<file path="src/hw/rss_params.svh">
// constants for the reset source sequencer: register offsets, reset values, timing
// assumes a 200 MHz pclk and a 32-bit APB with byte addresses
`ifndef RSS_PARAMS_SVH
`define RSS_PARAMS_SVH

// clock and timing
`define RSS_CLK_MHZ            200
`define RSS_POST_RELEASE_MS    50
`define RSS_BROWNOUT_MIN_NS    1000
`define RSS_WAKE_RC_CYC        2
`define RSS_WAKE_XTAL_CYC      128

// register byte offsets
`define RSS_OFF_STATUS         12'h000
`define RSS_OFF_SCTL           12'h004
`define RSS_OFF_WDPS           12'h008
`define RSS_OFF_TIMER0_CONTROL          12'h00c
`define RSS_OFF_INTERRUPT_CONTROL_ZERO          12'h010
`define RSS_OFF_PA_DATA        12'h014
`define RSS_OFF_PA_DIR         12'h018
`define RSS_OFF_PA_WAKE        12'h01c
`define RSS_OFF_PA_PULL        12'h020

// status field positions
`define RSS_ST_EXPIRY_BIT      0
`define RSS_ST_PDOWN_BIT       1
`define RSS_ST_CAUSE_LSB       4
`define RSS_ST_CAUSE_MSB       6
`define RSS_ST_WR_HALT_BIT     0
`define RSS_ST_WR_CLEAR_BIT    1

// reset values, write mask, watchdog off code and timer enable bit
`define RSS_RST_SCTL           8'h8a
`define RSS_RST_WDPS           3'h7
`define RSS_RST_TIMER0_CONTROL          8'h08
`define RSS_RST_INTERRUPT_CONTROL_ZERO          8'h00
`define RSS_RST_PA_DATA        8'hff
`define RSS_RST_PA_DIR         8'hff
`define RSS_RST_PA_WAKE        8'h00
`define RSS_RST_PA_PULL        8'h00
`define RSS_MASK_7BIT          8'h7f
`define RSS_WDT_OFF_CODE       4'ha
`define RSS_TMR_EN_BIT         4

`endif

</file>
<file path="src/hw/rss_pkg.sv">
// types shared by the reset source sequencer
// assumes nothing beyond a SystemVerilog compiler
package rss_pkg;

    typedef enum logic [1:0] {
        ST_RUN   = 2'h0,
        ST_HOLD  = 2'h1,
        ST_DELAY = 2'h3,
        ST_WAKE  = 2'h2
    } rss_state_e;

    typedef enum logic [2:0] {
        CAUSE_POR       = 3'h0,
        CAUSE_PIN       = 3'h1,
        CAUSE_LVR       = 3'h2,
        CAUSE_WDT_RUN   = 3'h3,
        CAUSE_WDT_SLEEP = 3'h4
    } rss_cause_e;

    // static configuration options
    typedef struct packed {
        logic       uv_enable;
        logic [1:0] uv_level;
        logic       osc_is_rc;
        logic       rc_fast_wake;
        logic       wdt_cfg_enable;
    } rss_cfg_s;

    // reset flags
    typedef struct packed {
        logic watchdog_expiry_flag;
        logic powerdown_flag;
    } rss_flags_s;

    // registers loaded by reset type
    typedef struct packed {
        logic [7:0] system_control_two;
        logic [2:0] watchdog_period_select;
        logic [7:0] timer0_control;
        logic [7:0] interrupt_control_zero;
        logic [7:0] port_a_data;
        logic [7:0] port_a_direction;
        logic [7:0] port_a_wake_enable;
        logic [7:0] port_a_pull_high;
    } rss_sfr_s;

endpackage : rss_pkg

</file>
<file path="src/hw/rss_reset_sequencer.sv">
// reset source sequencer: combines pin, undervoltage and watchdog resets,
// applies start delays and loads register initial values by reset type.
// assumes presetn is the power-on reset, config inputs are static fuses,
// and wdt_timeout/sleep_mode come from logic on pclk.
`timescale 1ns/100ps
`include "rss_params.svh"

module rss_reset_sequencer
    import rss_pkg::*;
#(
    parameter int POST_RELEASE_US = `RSS_POST_RELEASE_MS * 1000,
    parameter int BROWNOUT_MIN_NS = `RSS_BROWNOUT_MIN_NS,
    parameter int ADDR_W          = 12
) (
    // clock, reset, enable
    input  wire logic              pclk,
    input  wire logic              presetn,
    input  wire logic              clk_en,
    // apb slave
    input  wire logic              psel,
    input  wire logic              penable,
    input  wire logic              pwrite,
    input  wire logic [ADDR_W-1:0] paddr,
    input  wire logic [31:0]       pwdata,
    output logic                   pready,
    output logic [31:0]            prdata,
    output logic                   pslverr,
    // reset sources
    input  wire logic              ext_hw_clear_pin_n,
    input  wire logic              undervoltage_monitor,
    input  wire logic              wdt_timeout,
    input  wire logic              sleep_mode,
    input  wire rss_cfg_s          cfg,
    // core and peripheral controls
    output logic                   core_hold,
    output logic                   wdt_clear,
    output logic                   wdt_enable,
    output logic                   prescaler_clear,
    output logic [1:0]             uv_threshold,
    output rss_flags_s             flags,
    output rss_sfr_s               sfr
);

    // microsecond grain so a short delay can be set; whole ms would cost 200k cycles
    localparam int DELAY_CYC = POST_RELEASE_US * `RSS_CLK_MHZ;
    localparam int BROWN_CYC = (BROWNOUT_MIN_NS * `RSS_CLK_MHZ + 999) / 1000;
    localparam int DLY_W     = $clog2(DELAY_CYC + 1);
    localparam int UV_W      = $clog2(BROWN_CYC + 1);
    localparam int WAKE_RC   = `RSS_WAKE_RC_CYC;
    localparam int WAKE_XTAL = `RSS_WAKE_XTAL_CYC;

    // synchronisers: s1 feeds only s2
    logic [2:0] pin_sync_reg;
    logic [2:0] uv_sync_reg;
    logic       pin_low_reg;
    logic       uv_level_reg;
    logic [UV_W-1:0] uv_cnt_reg;

    // sequencer state
    rss_state_e       state_reg;
    rss_state_e       state_next;
    logic [DLY_W-1:0] cnt_reg;
    logic [DLY_W-1:0] cnt_next;
    rss_cause_e       cause_reg;
    rss_cause_e       cause_next;
    logic             full_apply;
    logic             sleep_apply;

    // outputs held in flops
    logic       pready_reg;
    logic [31:0] prdata_reg;
    logic       pslverr_reg;
    logic       core_hold_reg;
    logic       wdt_clear_reg;
    logic       wdt_enable_reg;
    logic       prescaler_clear_reg;
    logic [1:0] uv_threshold_reg;
    rss_flags_s flags_reg;
    rss_flags_s flags_next;
    rss_sfr_s   sfr_reg;

    // synchronised pin levels; a change counts once s2 and s3 agree
    always_ff @(posedge pclk or negedge presetn) begin
        if (!presetn) begin
            pin_sync_reg <= 3'h7;
            uv_sync_reg  <= 3'h0;
            pin_low_reg  <= 1'b0;
            uv_level_reg <= 1'b0;
        end else if (clk_en) begin
            pin_sync_reg <= {pin_sync_reg[1:0], ext_hw_clear_pin_n};
            uv_sync_reg  <= {uv_sync_reg[1:0], undervoltage_monitor};
            if (pin_sync_reg[1] == pin_sync_reg[2]) begin
                pin_low_reg <= ~pin_sync_reg[2];
            end
            if (uv_sync_reg[1] == uv_sync_reg[2]) begin
                uv_level_reg <= uv_sync_reg[2];
            end
        end
    end

    // undervoltage must outlast the minimum duration before it trips
    wire uv_armed = uv_level_reg & cfg.uv_enable;
    wire uv_trip  = (uv_cnt_reg == UV_W'(BROWN_CYC));

    always_ff @(posedge pclk or negedge presetn) begin
        if (!presetn) begin
            uv_cnt_reg <= '0;
        end else if (clk_en) begin
            if (!uv_armed) begin
                uv_cnt_reg <= '0;
            end else if (!uv_trip) begin
                uv_cnt_reg <= uv_cnt_reg + UV_W'(1);
            end
        end
    end

    // combined reset source and wait loads
    wire              hold_src  = pin_low_reg | uv_trip;
    wire [DLY_W-1:0]  dly_load  = DLY_W'(DELAY_CYC - 1);
    wire              fast_wake = cfg.osc_is_rc & cfg.rc_fast_wake;
    wire [DLY_W-1:0]  wake_load = fast_wake ? DLY_W'(WAKE_RC - 1)
                                            : DLY_W'(WAKE_XTAL - 1);

    // sequencer next state; pin and undervoltage win over everything
    always_comb begin
        state_next  = state_reg;
        cnt_next    = cnt_reg;
        cause_next  = cause_reg;
        full_apply  = 1'b0;
        sleep_apply = 1'b0;
        if (hold_src) begin
            state_next = ST_HOLD;
            if (state_reg != ST_HOLD) begin
                full_apply = 1'b1;
                cause_next = pin_low_reg ? CAUSE_PIN : CAUSE_LVR;
            end
        end else begin
            unique case (state_reg)
                ST_RUN: begin
                    if (wdt_timeout && sleep_mode) begin
                        sleep_apply = 1'b1;
                        state_next  = ST_WAKE;
                        cnt_next    = wake_load;
                        cause_next  = CAUSE_WDT_SLEEP;
                    end else if (wdt_timeout) begin
                        full_apply  = 1'b1;
                        state_next  = ST_DELAY;
                        cnt_next    = dly_load;
                        cause_next  = CAUSE_WDT_RUN;
                    end
                end
                ST_HOLD: begin
                    state_next = ST_DELAY;
                    cnt_next   = dly_load;
                end
                ST_DELAY, ST_WAKE: begin
                    if (cnt_reg == '0) begin
                        state_next = ST_RUN;
                    end else begin
                        cnt_next = cnt_reg - DLY_W'(1);
                    end
                end
            endcase
        end
    end

    // power-on starts straight in the start delay with the cause recorded
    always_ff @(posedge pclk or negedge presetn) begin
        if (!presetn) begin
            state_reg <= ST_DELAY;
            cnt_reg   <= DLY_W'(DELAY_CYC - 1);
            cause_reg <= CAUSE_POR;
        end else if (clk_en) begin
            state_reg <= state_next;
            cnt_reg   <= cnt_next;
            cause_reg <= cause_next;
        end
    end

    // apb decode; registered pready gives one wait state per access
    wire [ADDR_W-1:0] adr    = paddr;
    wire apb_fire = psel & penable & pready_reg;
    wire wr_fire  = apb_fire & pwrite;
    wire sel_st   = (adr == ADDR_W'(`RSS_OFF_STATUS));
    wire sel_sc   = (adr == ADDR_W'(`RSS_OFF_SCTL));
    wire sel_wp   = (adr == ADDR_W'(`RSS_OFF_WDPS));
    wire sel_tc   = (adr == ADDR_W'(`RSS_OFF_TIMER0_CONTROL));
    wire sel_ic   = (adr == ADDR_W'(`RSS_OFF_INTERRUPT_CONTROL_ZERO));
    wire sel_pd   = (adr == ADDR_W'(`RSS_OFF_PA_DATA));
    wire sel_pc   = (adr == ADDR_W'(`RSS_OFF_PA_DIR));
    wire sel_pw   = (adr == ADDR_W'(`RSS_OFF_PA_WAKE));
    wire sel_pp   = (adr == ADDR_W'(`RSS_OFF_PA_PULL));
    wire adr_hit  = sel_st | sel_sc | sel_wp | sel_tc | sel_ic |
                    sel_pd | sel_pc | sel_pw | sel_pp;

    // read mux; unimplemented bits read zero
    wire [31:0] st_word = {25'h0, cause_reg, 2'h0, flags_reg.powerdown_flag,
                           flags_reg.watchdog_expiry_flag};
    wire [31:0] rd_mux  =
        sel_st ? st_word :
        sel_sc ? {24'h0, sfr_reg.system_control_two} :
        sel_wp ? {29'h0, sfr_reg.watchdog_period_select} :
        sel_tc ? {24'h0, sfr_reg.timer0_control} :
        sel_ic ? {24'h0, sfr_reg.interrupt_control_zero} :
        sel_pd ? {24'h0, sfr_reg.port_a_data} :
        sel_pc ? {24'h0, sfr_reg.port_a_direction} :
        sel_pw ? {24'h0, sfr_reg.port_a_wake_enable} :
        sel_pp ? {24'h0, sfr_reg.port_a_pull_high} : 32'h0;

    always_ff @(posedge pclk or negedge presetn) begin
        if (!presetn) begin
            pready_reg  <= 1'b0;
            prdata_reg  <= 32'h0;
            pslverr_reg <= 1'b0;
        end else if (clk_en) begin
            pready_reg  <= psel & penable & ~pready_reg;
            prdata_reg  <= (psel & penable & ~pready_reg & ~pwrite) ? rd_mux : 32'h0;
            pslverr_reg <= psel & penable & ~pready_reg & ~adr_hit;
        end
    end

    // flags: hardware set wins over a software clear in the same cycle
    wire sw_clr  = wr_fire & sel_st & pwdata[`RSS_ST_WR_CLEAR_BIT];
    wire sw_halt = wr_fire & sel_st & pwdata[`RSS_ST_WR_HALT_BIT];
    wire to_set  = sleep_apply | (full_apply & (cause_next == CAUSE_WDT_RUN));

    always_comb begin
        flags_next.watchdog_expiry_flag = to_set |
            (flags_reg.watchdog_expiry_flag & ~sw_clr);
        flags_next.powerdown_flag = sleep_apply | sw_halt |
            (flags_reg.powerdown_flag & ~sw_clr);
    end

    always_ff @(posedge pclk or negedge presetn) begin
        if (!presetn) begin
            flags_reg <= '0;
        end else if (clk_en) begin
            flags_reg <= flags_next;
        end
    end

    // register file: reset load beats a software write; sleep expiry leaves all
    wire [7:0] wd8 = pwdata[7:0];

    always_ff @(posedge pclk or negedge presetn) begin
        if (!presetn) begin
            sfr_reg.system_control_two     <= `RSS_RST_SCTL;
            sfr_reg.watchdog_period_select <= `RSS_RST_WDPS;
            sfr_reg.timer0_control         <= `RSS_RST_TIMER0_CONTROL;
            sfr_reg.interrupt_control_zero <= `RSS_RST_INTERRUPT_CONTROL_ZERO;
            sfr_reg.port_a_data            <= `RSS_RST_PA_DATA;
            sfr_reg.port_a_direction       <= `RSS_RST_PA_DIR;
            sfr_reg.port_a_wake_enable     <= `RSS_RST_PA_WAKE;
            sfr_reg.port_a_pull_high       <= `RSS_RST_PA_PULL;
        end else if (clk_en) begin
            if (full_apply) begin
                sfr_reg.system_control_two     <= `RSS_RST_SCTL;
                sfr_reg.watchdog_period_select <= `RSS_RST_WDPS;
                sfr_reg.timer0_control         <= `RSS_RST_TIMER0_CONTROL;
                sfr_reg.interrupt_control_zero <= `RSS_RST_INTERRUPT_CONTROL_ZERO;
                sfr_reg.port_a_data            <= `RSS_RST_PA_DATA;
                sfr_reg.port_a_direction       <= `RSS_RST_PA_DIR;
                sfr_reg.port_a_wake_enable     <= `RSS_RST_PA_WAKE;
                sfr_reg.port_a_pull_high       <= `RSS_RST_PA_PULL;
            end else if (wr_fire) begin
                if (sel_sc) sfr_reg.system_control_two     <= wd8;
                if (sel_wp) sfr_reg.watchdog_period_select <= wd8[2:0];
                if (sel_tc) sfr_reg.timer0_control         <= wd8;
                if (sel_ic) sfr_reg.interrupt_control_zero <= wd8 & `RSS_MASK_7BIT;
                if (sel_pd) sfr_reg.port_a_data            <= wd8;
                if (sel_pc) sfr_reg.port_a_direction       <= wd8;
                if (sel_pw) sfr_reg.port_a_wake_enable     <= wd8;
                if (sel_pp) sfr_reg.port_a_pull_high       <= wd8 & `RSS_MASK_7BIT;
            end
        end
    end

    // core hold forces PC and SP to zero/top; watchdog and prescaler cleared on
    // every full reset, then released; the watchdog counts again at once only if cfg.wdt_cfg_enable is set
    wire wdt_on = cfg.wdt_cfg_enable |
                  (sfr_reg.system_control_two[3:0] != `RSS_WDT_OFF_CODE);

    always_ff @(posedge pclk or negedge presetn) begin
        if (!presetn) begin
            core_hold_reg       <= 1'b1;
            wdt_clear_reg       <= 1'b1;
            prescaler_clear_reg <= 1'b1;
            wdt_enable_reg      <= 1'b0;
            uv_threshold_reg    <= 2'h0;
        end else if (clk_en) begin
            core_hold_reg       <= (state_next != ST_RUN);
            wdt_clear_reg       <= full_apply;
            prescaler_clear_reg <= full_apply;
            wdt_enable_reg      <= wdt_on;
            uv_threshold_reg    <= cfg.uv_level;
        end
    end

    // output drive
    assign pready          = pready_reg;
    assign prdata          = prdata_reg;
    assign pslverr         = pslverr_reg;
    assign core_hold       = core_hold_reg;
    assign wdt_clear       = wdt_clear_reg;
    assign wdt_enable      = wdt_enable_reg;
    assign prescaler_clear = prescaler_clear_reg;
    assign uv_threshold    = uv_threshold_reg;
    assign flags           = flags_reg;
    assign sfr             = sfr_reg;

    // helper: cycles spent in the start delay
    int dly_len_reg;
    always_ff @(posedge pclk or negedge presetn) begin
        if (!presetn) begin
            dly_len_reg <= 0;
        end else if (clk_en) begin
            dly_len_reg <= (state_next == ST_DELAY && state_reg == ST_DELAY)
                           ? dly_len_reg + 1 : 0;
        end
    end

    chk_pin_holds_core: assert property (
        @(posedge pclk) disable iff (!presetn || !clk_en)
        pin_low_reg |=> core_hold_reg && state_reg == ST_HOLD)
        else $error("pin reset did not hold the core");

    chk_delay_length: assert property (
        @(posedge pclk) disable iff (!presetn || !clk_en)
        (state_reg == ST_DELAY && state_next == ST_RUN && cause_reg != CAUSE_POR)
        |-> dly_len_reg == DELAY_CYC - 1)
        else $error("start delay length wrong");

    chk_uv_gated: assert property (
        @(posedge pclk) disable iff (!presetn || !clk_en)
        !cfg.uv_enable |-> !uv_trip)
        else $error("undervoltage tripped while disabled");

    chk_uv_filter: assert property (
        @(posedge pclk) disable iff (!presetn || !clk_en)
        $rose(uv_trip) |-> $past(uv_armed) && uv_armed)
        else $error("undervoltage tripped without persistence");

    chk_wdt_run_reset: assert property (
        @(posedge pclk) disable iff (!presetn || !clk_en)
        (state_reg == ST_RUN && wdt_timeout && !sleep_mode && !hold_src)
        |=> flags_reg.watchdog_expiry_flag && state_reg == ST_DELAY
            && sfr_reg.port_a_direction == `RSS_RST_PA_DIR)
        else $error("running watchdog expiry mishandled");

    chk_sleep_keeps_sfr: assert property (
        @(posedge pclk) disable iff (!presetn || !clk_en)
        sleep_apply && !wr_fire |=> $stable(sfr_reg) && core_hold_reg
            && flags_reg == 2'h3)
        else $error("sleep expiry disturbed registers");

    chk_wake_fast: assert property (
        @(posedge pclk) disable iff (!presetn || !clk_en)
        (sleep_apply && fast_wake) ##1 (!hold_src)[*2] |=> state_reg == ST_RUN)
        else $error("fast wake wait wrong");

    chk_wake_xtal: assert property (
        @(posedge pclk) disable iff (!presetn || !clk_en)
        (sleep_apply && !fast_wake) |=> ##126 state_reg == ST_WAKE)
        else $error("crystal wake wait too short");

    chk_pin_keeps_flags: assert property (
        @(posedge pclk) disable iff (!presetn || !clk_en)
        (full_apply && cause_next != CAUSE_WDT_RUN && !wr_fire)
        |=> $stable(flags_reg))
        else $error("pin or undervoltage reset changed flags");

    chk_set_wins: assert property (
        @(posedge pclk) disable iff (!presetn || !clk_en)
        (sleep_apply && sw_clr) |=> flags_reg.powerdown_flag
            && flags_reg.watchdog_expiry_flag)
        else $error("software clear beat hardware set");

    chk_wdt_enable: assert property (
        @(posedge pclk) disable iff (!presetn || !clk_en)
        (!cfg.wdt_cfg_enable && sfr_reg.system_control_two[3:0] == `RSS_WDT_OFF_CODE)
        ##1 $stable(cfg) |-> !wdt_enable_reg)
        else $error("watchdog enabled with off code");

endmodule : rss_reset_sequencer

</file>
<file path="config.mk">
export PLATFORM = sky130hd
export DESIGN_NAME = rss_reset_sequencer
export DESIGN_NICKNAME = d
export VERILOG_FILES = /design/src/hw/rss_pkg.sv /design/src/hw/rss_reset_sequencer.sv
export VERILOG_INCLUDE_DIRS = /design/src /design/src/hw
export SDC_FILE = /design/constraint.sdc
export NUM_CORES = 1
export LEC_CHECK = 0
export ABC_AREA = 1
export BUFFER_PORTS_ARGS = -buffer_cell sky130_fd_sc_hd__buf_2
export CORE_ASPECT_RATIO = 0.75
export CORE_MARGIN = 2
export CORE_UTILIZATION = 28
export DETAILED_ROUTE_END_ITERATION = 8
export PLACE_DENSITY_LB_ADDON = 0.15
export SYNTH_ARGS = -nofsm -noshare
export SYNTH_HDL_FRONTEND = slang
export SYNTH_SLANG_ARGS = --single-unit
</file>
<file path="constraint.sdc">
create_clock -name pclk -period 3.4 [get_ports pclk]
set_input_delay 0.68 -clock pclk [delete_from_list [all_inputs] [get_ports pclk]]
set_output_delay 0.68 -clock pclk [all_outputs]
set_load 0.1 [all_outputs]
</file>
# [After elaboration in Yosys (flattened, before gate mapping)]
# Index checks and enable logic that the tools add are counted.
[word_totals] reg_bits=145 inputBits=60 output_inout_bits=101 word_cells=154
[classes] n_addsub=2 n_eq_ne=20 n_mux=46 n_bitwise=34 reduce_logical=27
[ops] operator="$mux W8" count=19
[ops] operator="$mux W59" count=2
[ops] operator="$mux W24" count=3
[ops] operator="$pmux W24 S3" count=1
[ops] operator="$eq A12 B5 Y1 const B" count=4
[ops] operator="$eq A12 B4 Y1 const B" count=2
[ops] operator="$logic_not A24 Y1" count=1
[ops] operator="$reduce_and A3 Y1" count=8
[ops] operator="$sub A24 B1 Y24 const B" count=1
[ops] operator="$reduce_bool A2 Y1" count=10
[ops] operator="$mux W3" count=6
[ops] operator="$and A1 B1 Y1" count=14
[ops] operator="$or A1 B1 Y1" count=14
[ops] operator="$eq A12 B3 Y1 const B" count=1
[ops] operator="$eq A12 B6 Y1 const B" count=1
[ops] operator="$logic_not A12 Y1" count=1
[ops] operator="$mux W2" count=5
[ops] operator="$add A8 B1 Y8 const B" count=1
[ops] operator="$eq A8 B8 Y1 const B" count=1
[ops] operator="$mux W1" count=8
[ops] operator="$mux W7" count=1
[ops] operator="$not A1 Y1" count=6
[ops] operator="$pmux W2 S3" count=1
[ops] operator="$reduce_and A2 Y1" count=3
[ops] operator="12 further kinds" count=15

# [Depth between registers and ports, before layout]
[logic_depth] word_depth=11 mapped_depth=17 ltp_nobuf=16

# [Worst setup path before layout]
# OpenSTA, ideal clock, no wires.
[synth_path] path_kind="flip-flop to flip-flop" start="register pready_reg (netlist: pready)" end="register sfr_reg, in the netlist sfr[46]" setup_ns=0.123 arrival_time_ns=2.181 setup_slack_ns=1.096 path_stages_with_launch=9 synth_period_minus_slack_ns=2.304 cell_sequence="dfrtp_1 -> inv_1 -> nor3b_1 -> nand2_2 -> o21ai_2 -> inv_2 -> buf_6 -> nand2_1 -> o21ai_2"
[synth_via] elab_chain_cells=4
[synth_rtl] item="start, declared" line_no="rss_reset_sequencer.sv:70" source="logic pready_reg;"
[synth_rtl] item="start signal, assigned" line_no="rss_reset_sequencer.sv:216" source="pready_reg <= psel & penable & ~pready_reg;"
[synth_rtl] item="$and A1 B1 Y1" line_no="rss_reset_sequencer.sv:182" source="wire apb_fire = psel & penable & pready_reg;"
[synth_rtl] item="$and A1 B1 Y1" line_no="rss_reset_sequencer.sv:183" source="wire wr_fire = apb_fire & pwrite;"
[synth_rtl] item="$reduce_bool A2 Y1 (no line)"
[synth_rtl] item="$reduce_and A3 Y1 (no line)"
[synth_rtl] item="end, declared" line_no="rss_reset_sequencer.sv:80" source="rss_sfr_s sfr_reg;"
# No other way between the ends.
# A chain may end at the register's enable or synchronous reset.

# [Final worst setup path]
[layout_path] start="register cnt_reg[0]" end="register cnt_reg[5]"
[layout_via] elab_chain_cells=3 word_cells_on_any_way=6
[layout_rtl] item="start, declared" line_no="rss_reset_sequencer.sv:62" source="logic [DLY_W-1:0] cnt_reg;"
[layout_rtl] item="start signal, assigned" line_no="rss_reset_sequencer.sv:171" source="cnt_reg <= DLY_W'(DELAY_CYC - 1);"
[layout_rtl] item="start signal, assigned" line_no="rss_reset_sequencer.sv:175" source="cnt_reg <= cnt_next;"
[layout_rtl] item="$sub A24 B1 Y24 / $logic_not A24 Y1 (equally long branches)" line_no="rss_reset_sequencer.sv:160, rss_reset_sequencer.sv:157"
[layout_rtl] item="$mux W24 / $ne A2 B2 Y1 (equally long branches)"
[layout_rtl] item="$pmux W24 S3 / $reduce_and A4 Y1 (equally long branches)"
# Parallel ways exist; a longest one is shown, timed or not. The select of a mux whose other input is x is not followed.

==> results.ini <==
[setup_path]
path_class=reg -> reg
cp_top_family=simple AND/OR/NAND/NOR gates
cp.arrival_ns=2.67
r2r_cells=9
cp_max_fo=17
end_kind=register
cp_cell_sequence=inv_1, ha_1, inv_1, nor4_1, nand3_1, nand3_2, buf_4, nor2_1, a21oi_1
crit_required_ns=3.73
critPathLaunchType=register
critPathMaxStageDelay_ns=0.51
path_common_cell=inv_1
critPathSlowestCell=dfstp_2
cp.depth=9
critPathBufInv=3

[timing]
worst_pin_slew_ns=0.739
rsz0062_at_grt=false
setup_viol=0
drv_slew=0
relSlewSlack_pct=50.6
max_freq_ghz=0.427
hold_viol_final=0
finClkSkew_ns=0.00882
setup-tns-final_ns=0
whs_ns=0.224
period_share_pct=68.8
final.min_clock_period_ns=2.34

[clock_network]
cts_tree=done
cts.repair.resized=0
cts.path.max_buffers=2
cts.clk_slew.worst_paths_ns=0.06
post-cts-setup-buffers=0
cts.htree.levels=4
cts_hold_buf=0
clk-insertion-delay-late_ns=0.43
root_buffer=clkbuf_16
cts-buffers-inserted=17
clkSinkCount=119

[drt]
viasPerCell=4.61
ant_nets=0
wire_per_inst_um=16.2
first_pass_iters=5
drc=0
drtIter0Drc=444
finalWirelength_um=20800
vias=5934

[synth]
syn_area_um2=6660
ys_seq_area_share_pct=45.6
yosysTopAreaCell=dfrtp_1
synth.area.top_cells=dfrtp_1, dfstp_2, nand2_1
synth_top_area_share_pct=28.2
ys_ff_latch=119
synth_cell_type_count=46
synth-edff-count=0
synth_commonest_cells=nand2_1, nor2_1, inv_1, dfrtp_1, o21ai_0
synth_cells=860
synth.most_common_cell=nand2_1
synthArstFlopShare_pct=100
synth-warning-count=0
synth_flop_cell=dfrtp_1
avgSynthCellArea_um2=7.74

[cells_and_area]
areaGrowthSynthToFinish_pct=20.2
antenna_cells=0
largest_reg_flops=57
final_area_um2=8000
instances_no_fill=1286
drive_gt1_share_pct=23.5
final_nets=1037

[power]
p_comb_share_pct=48.7
pwr-share-seq_pct=29.1
p_int_mw=3.82
p_switching_mw=4.64
power.leakage_nw=3.91
clkPwrFrac_pct=22.1
ir_drop_v=0.000818
switching_share_pct=54.8
p_total_mw=8.46
powerDensity_nw_per_um2=1060

[floorplan]
die_w_um=182
pin_count=161
initial_core_util_pct=28.7
fp.coreArea_um2=23200
core.rowCount=48
dieArea_um2=25000
die_y_um=138

[global_routing]
grt_first_pass_wirelength_um=32500
grt_max_degree=83
first_global_vias=5558
grt_util_all_layers_pct=17.4
antenna_found_initial=0
grt_remaining_overflow=0

[placed_design]
numPlacedInstances=1254
port-buffer-count=110
dpl-instance-area_um2=7400
hpwl_um=15900
gp_congestion=0.945

[run]
maxCapViolations=0

[outcome]
outcome=completed

[hold_path]
hold_class=in -> async

## power by group through the flow
| stage | sequential (mW) | clock (mW) | combinational (mW) |
|---|---|---|---|
| 2_1_floorplan | 4.91 | 0 | 0.963 |
| 3_3_place_gp | 2.49 | 0 | 4.12 |
| 3_5_place_dp | 2.49 | 0 | 4.14 |
| 4_1_cts | 2.47 | 1.91 | 4.14 |
| 5_1_grt | 2.54 | 1.98 | 4.34 |
| 6_report | 2.47 | 1.87 | 4.12 |
## layout by cell type (no fill, tap or decap), types with 3 or more instances in the layout
master       n
ha_1         4
conb_1      26
dfstp_2     44
nor4_1       4
o21a_1       4
buf_2      109
o21ai_2     20
nor2_1     114
nor2_2       3
a22oi_1      4
or2_2        3
nand3_1     41
nand2_1    227
o21ai_1     24
a21oi_1     38
o31ai_1     10
o21ai_4      3
clkinv_2     4
inv_2        5
nand4_1      5
clkbuf_8     3
clkbuf_16   17
clkbuf_1     3
buf_4        8
xor2_1      14
o211ai_1     4
bufinv_16    3
o21ai_0     50
dfrtp_1     75
nor3_1       8
inv_1       83
## metal layers
metal | global-route usage [%] | vias up | routed length [um]
met5 | 0 | - | 0
met4 | 5.15 | 0 | 236
met3 | 3.57 | 17 | 1100
met2 | 23.3 | 152 | 8180
met1 | 27.3 | 2811 | 11300
li1 | - | 2954 | -
## final timing paths
| kind | start | to | slack, ns |
|---|---|---|---|
| setup / recovery | cnt_reg[0] | cnt_reg[5] | 1.06 |
| hold / removal | presetn | uv_sync_reg[2] | 0.22 |
| setup reg to reg | cnt_reg[0] | cnt_reg[5] | 1.06 |
| hold reg to reg | pin_sync_reg[0] | pin_sync_reg[0] | 0.46 |
| max in group asynchronous | presetn | sfr[28] | 2.31 |
| min in group pclk | cfg[3] | uv_threshold[0] | 0.45 |
## cell families (layout without fill, tap and decap cells)
family | after synthesis | after routing | synth area share, %
other | 1 | 26 | 0.0563
buffers and inverters | 139 | 240 | 10.4
adder cells (fa/ha/maj) | 4 | 4 | 0.752
AO/OA/AOI/OAI | 165 | 165 | 15.2
AND/OR/NAND/NOR | 416 | 416 | 26.0
flip-flops | 119 | 119 | 45.6
XOR/XNOR | 16 | 16 | 2.10
## final cells by class
| cell class | count | area (um^2) |
|---|---|---|
| sequential | 119 | 3030 |
| multi-input combinational | 627 | 3030 |
| timing repair buffer | 118 | 626 |
| clock inverter | 9 | 125 |
| tap | 300 | 375 |
| inverter | 90 | 338 |
| fill | 2530 | 15200 |
| clock buffer | 23 | 478 |
## per-stage QoR
stage	setup slack, ns	utilization (%)
CTS	1.05	34.5
global placement	0.752	31.9
floorplan	1.10	-
detailed placement	0.766	31.9
global route	0.745	34.5
finish	1.06	34.5
Note: power is estimated with default switching activity, not from simulation.
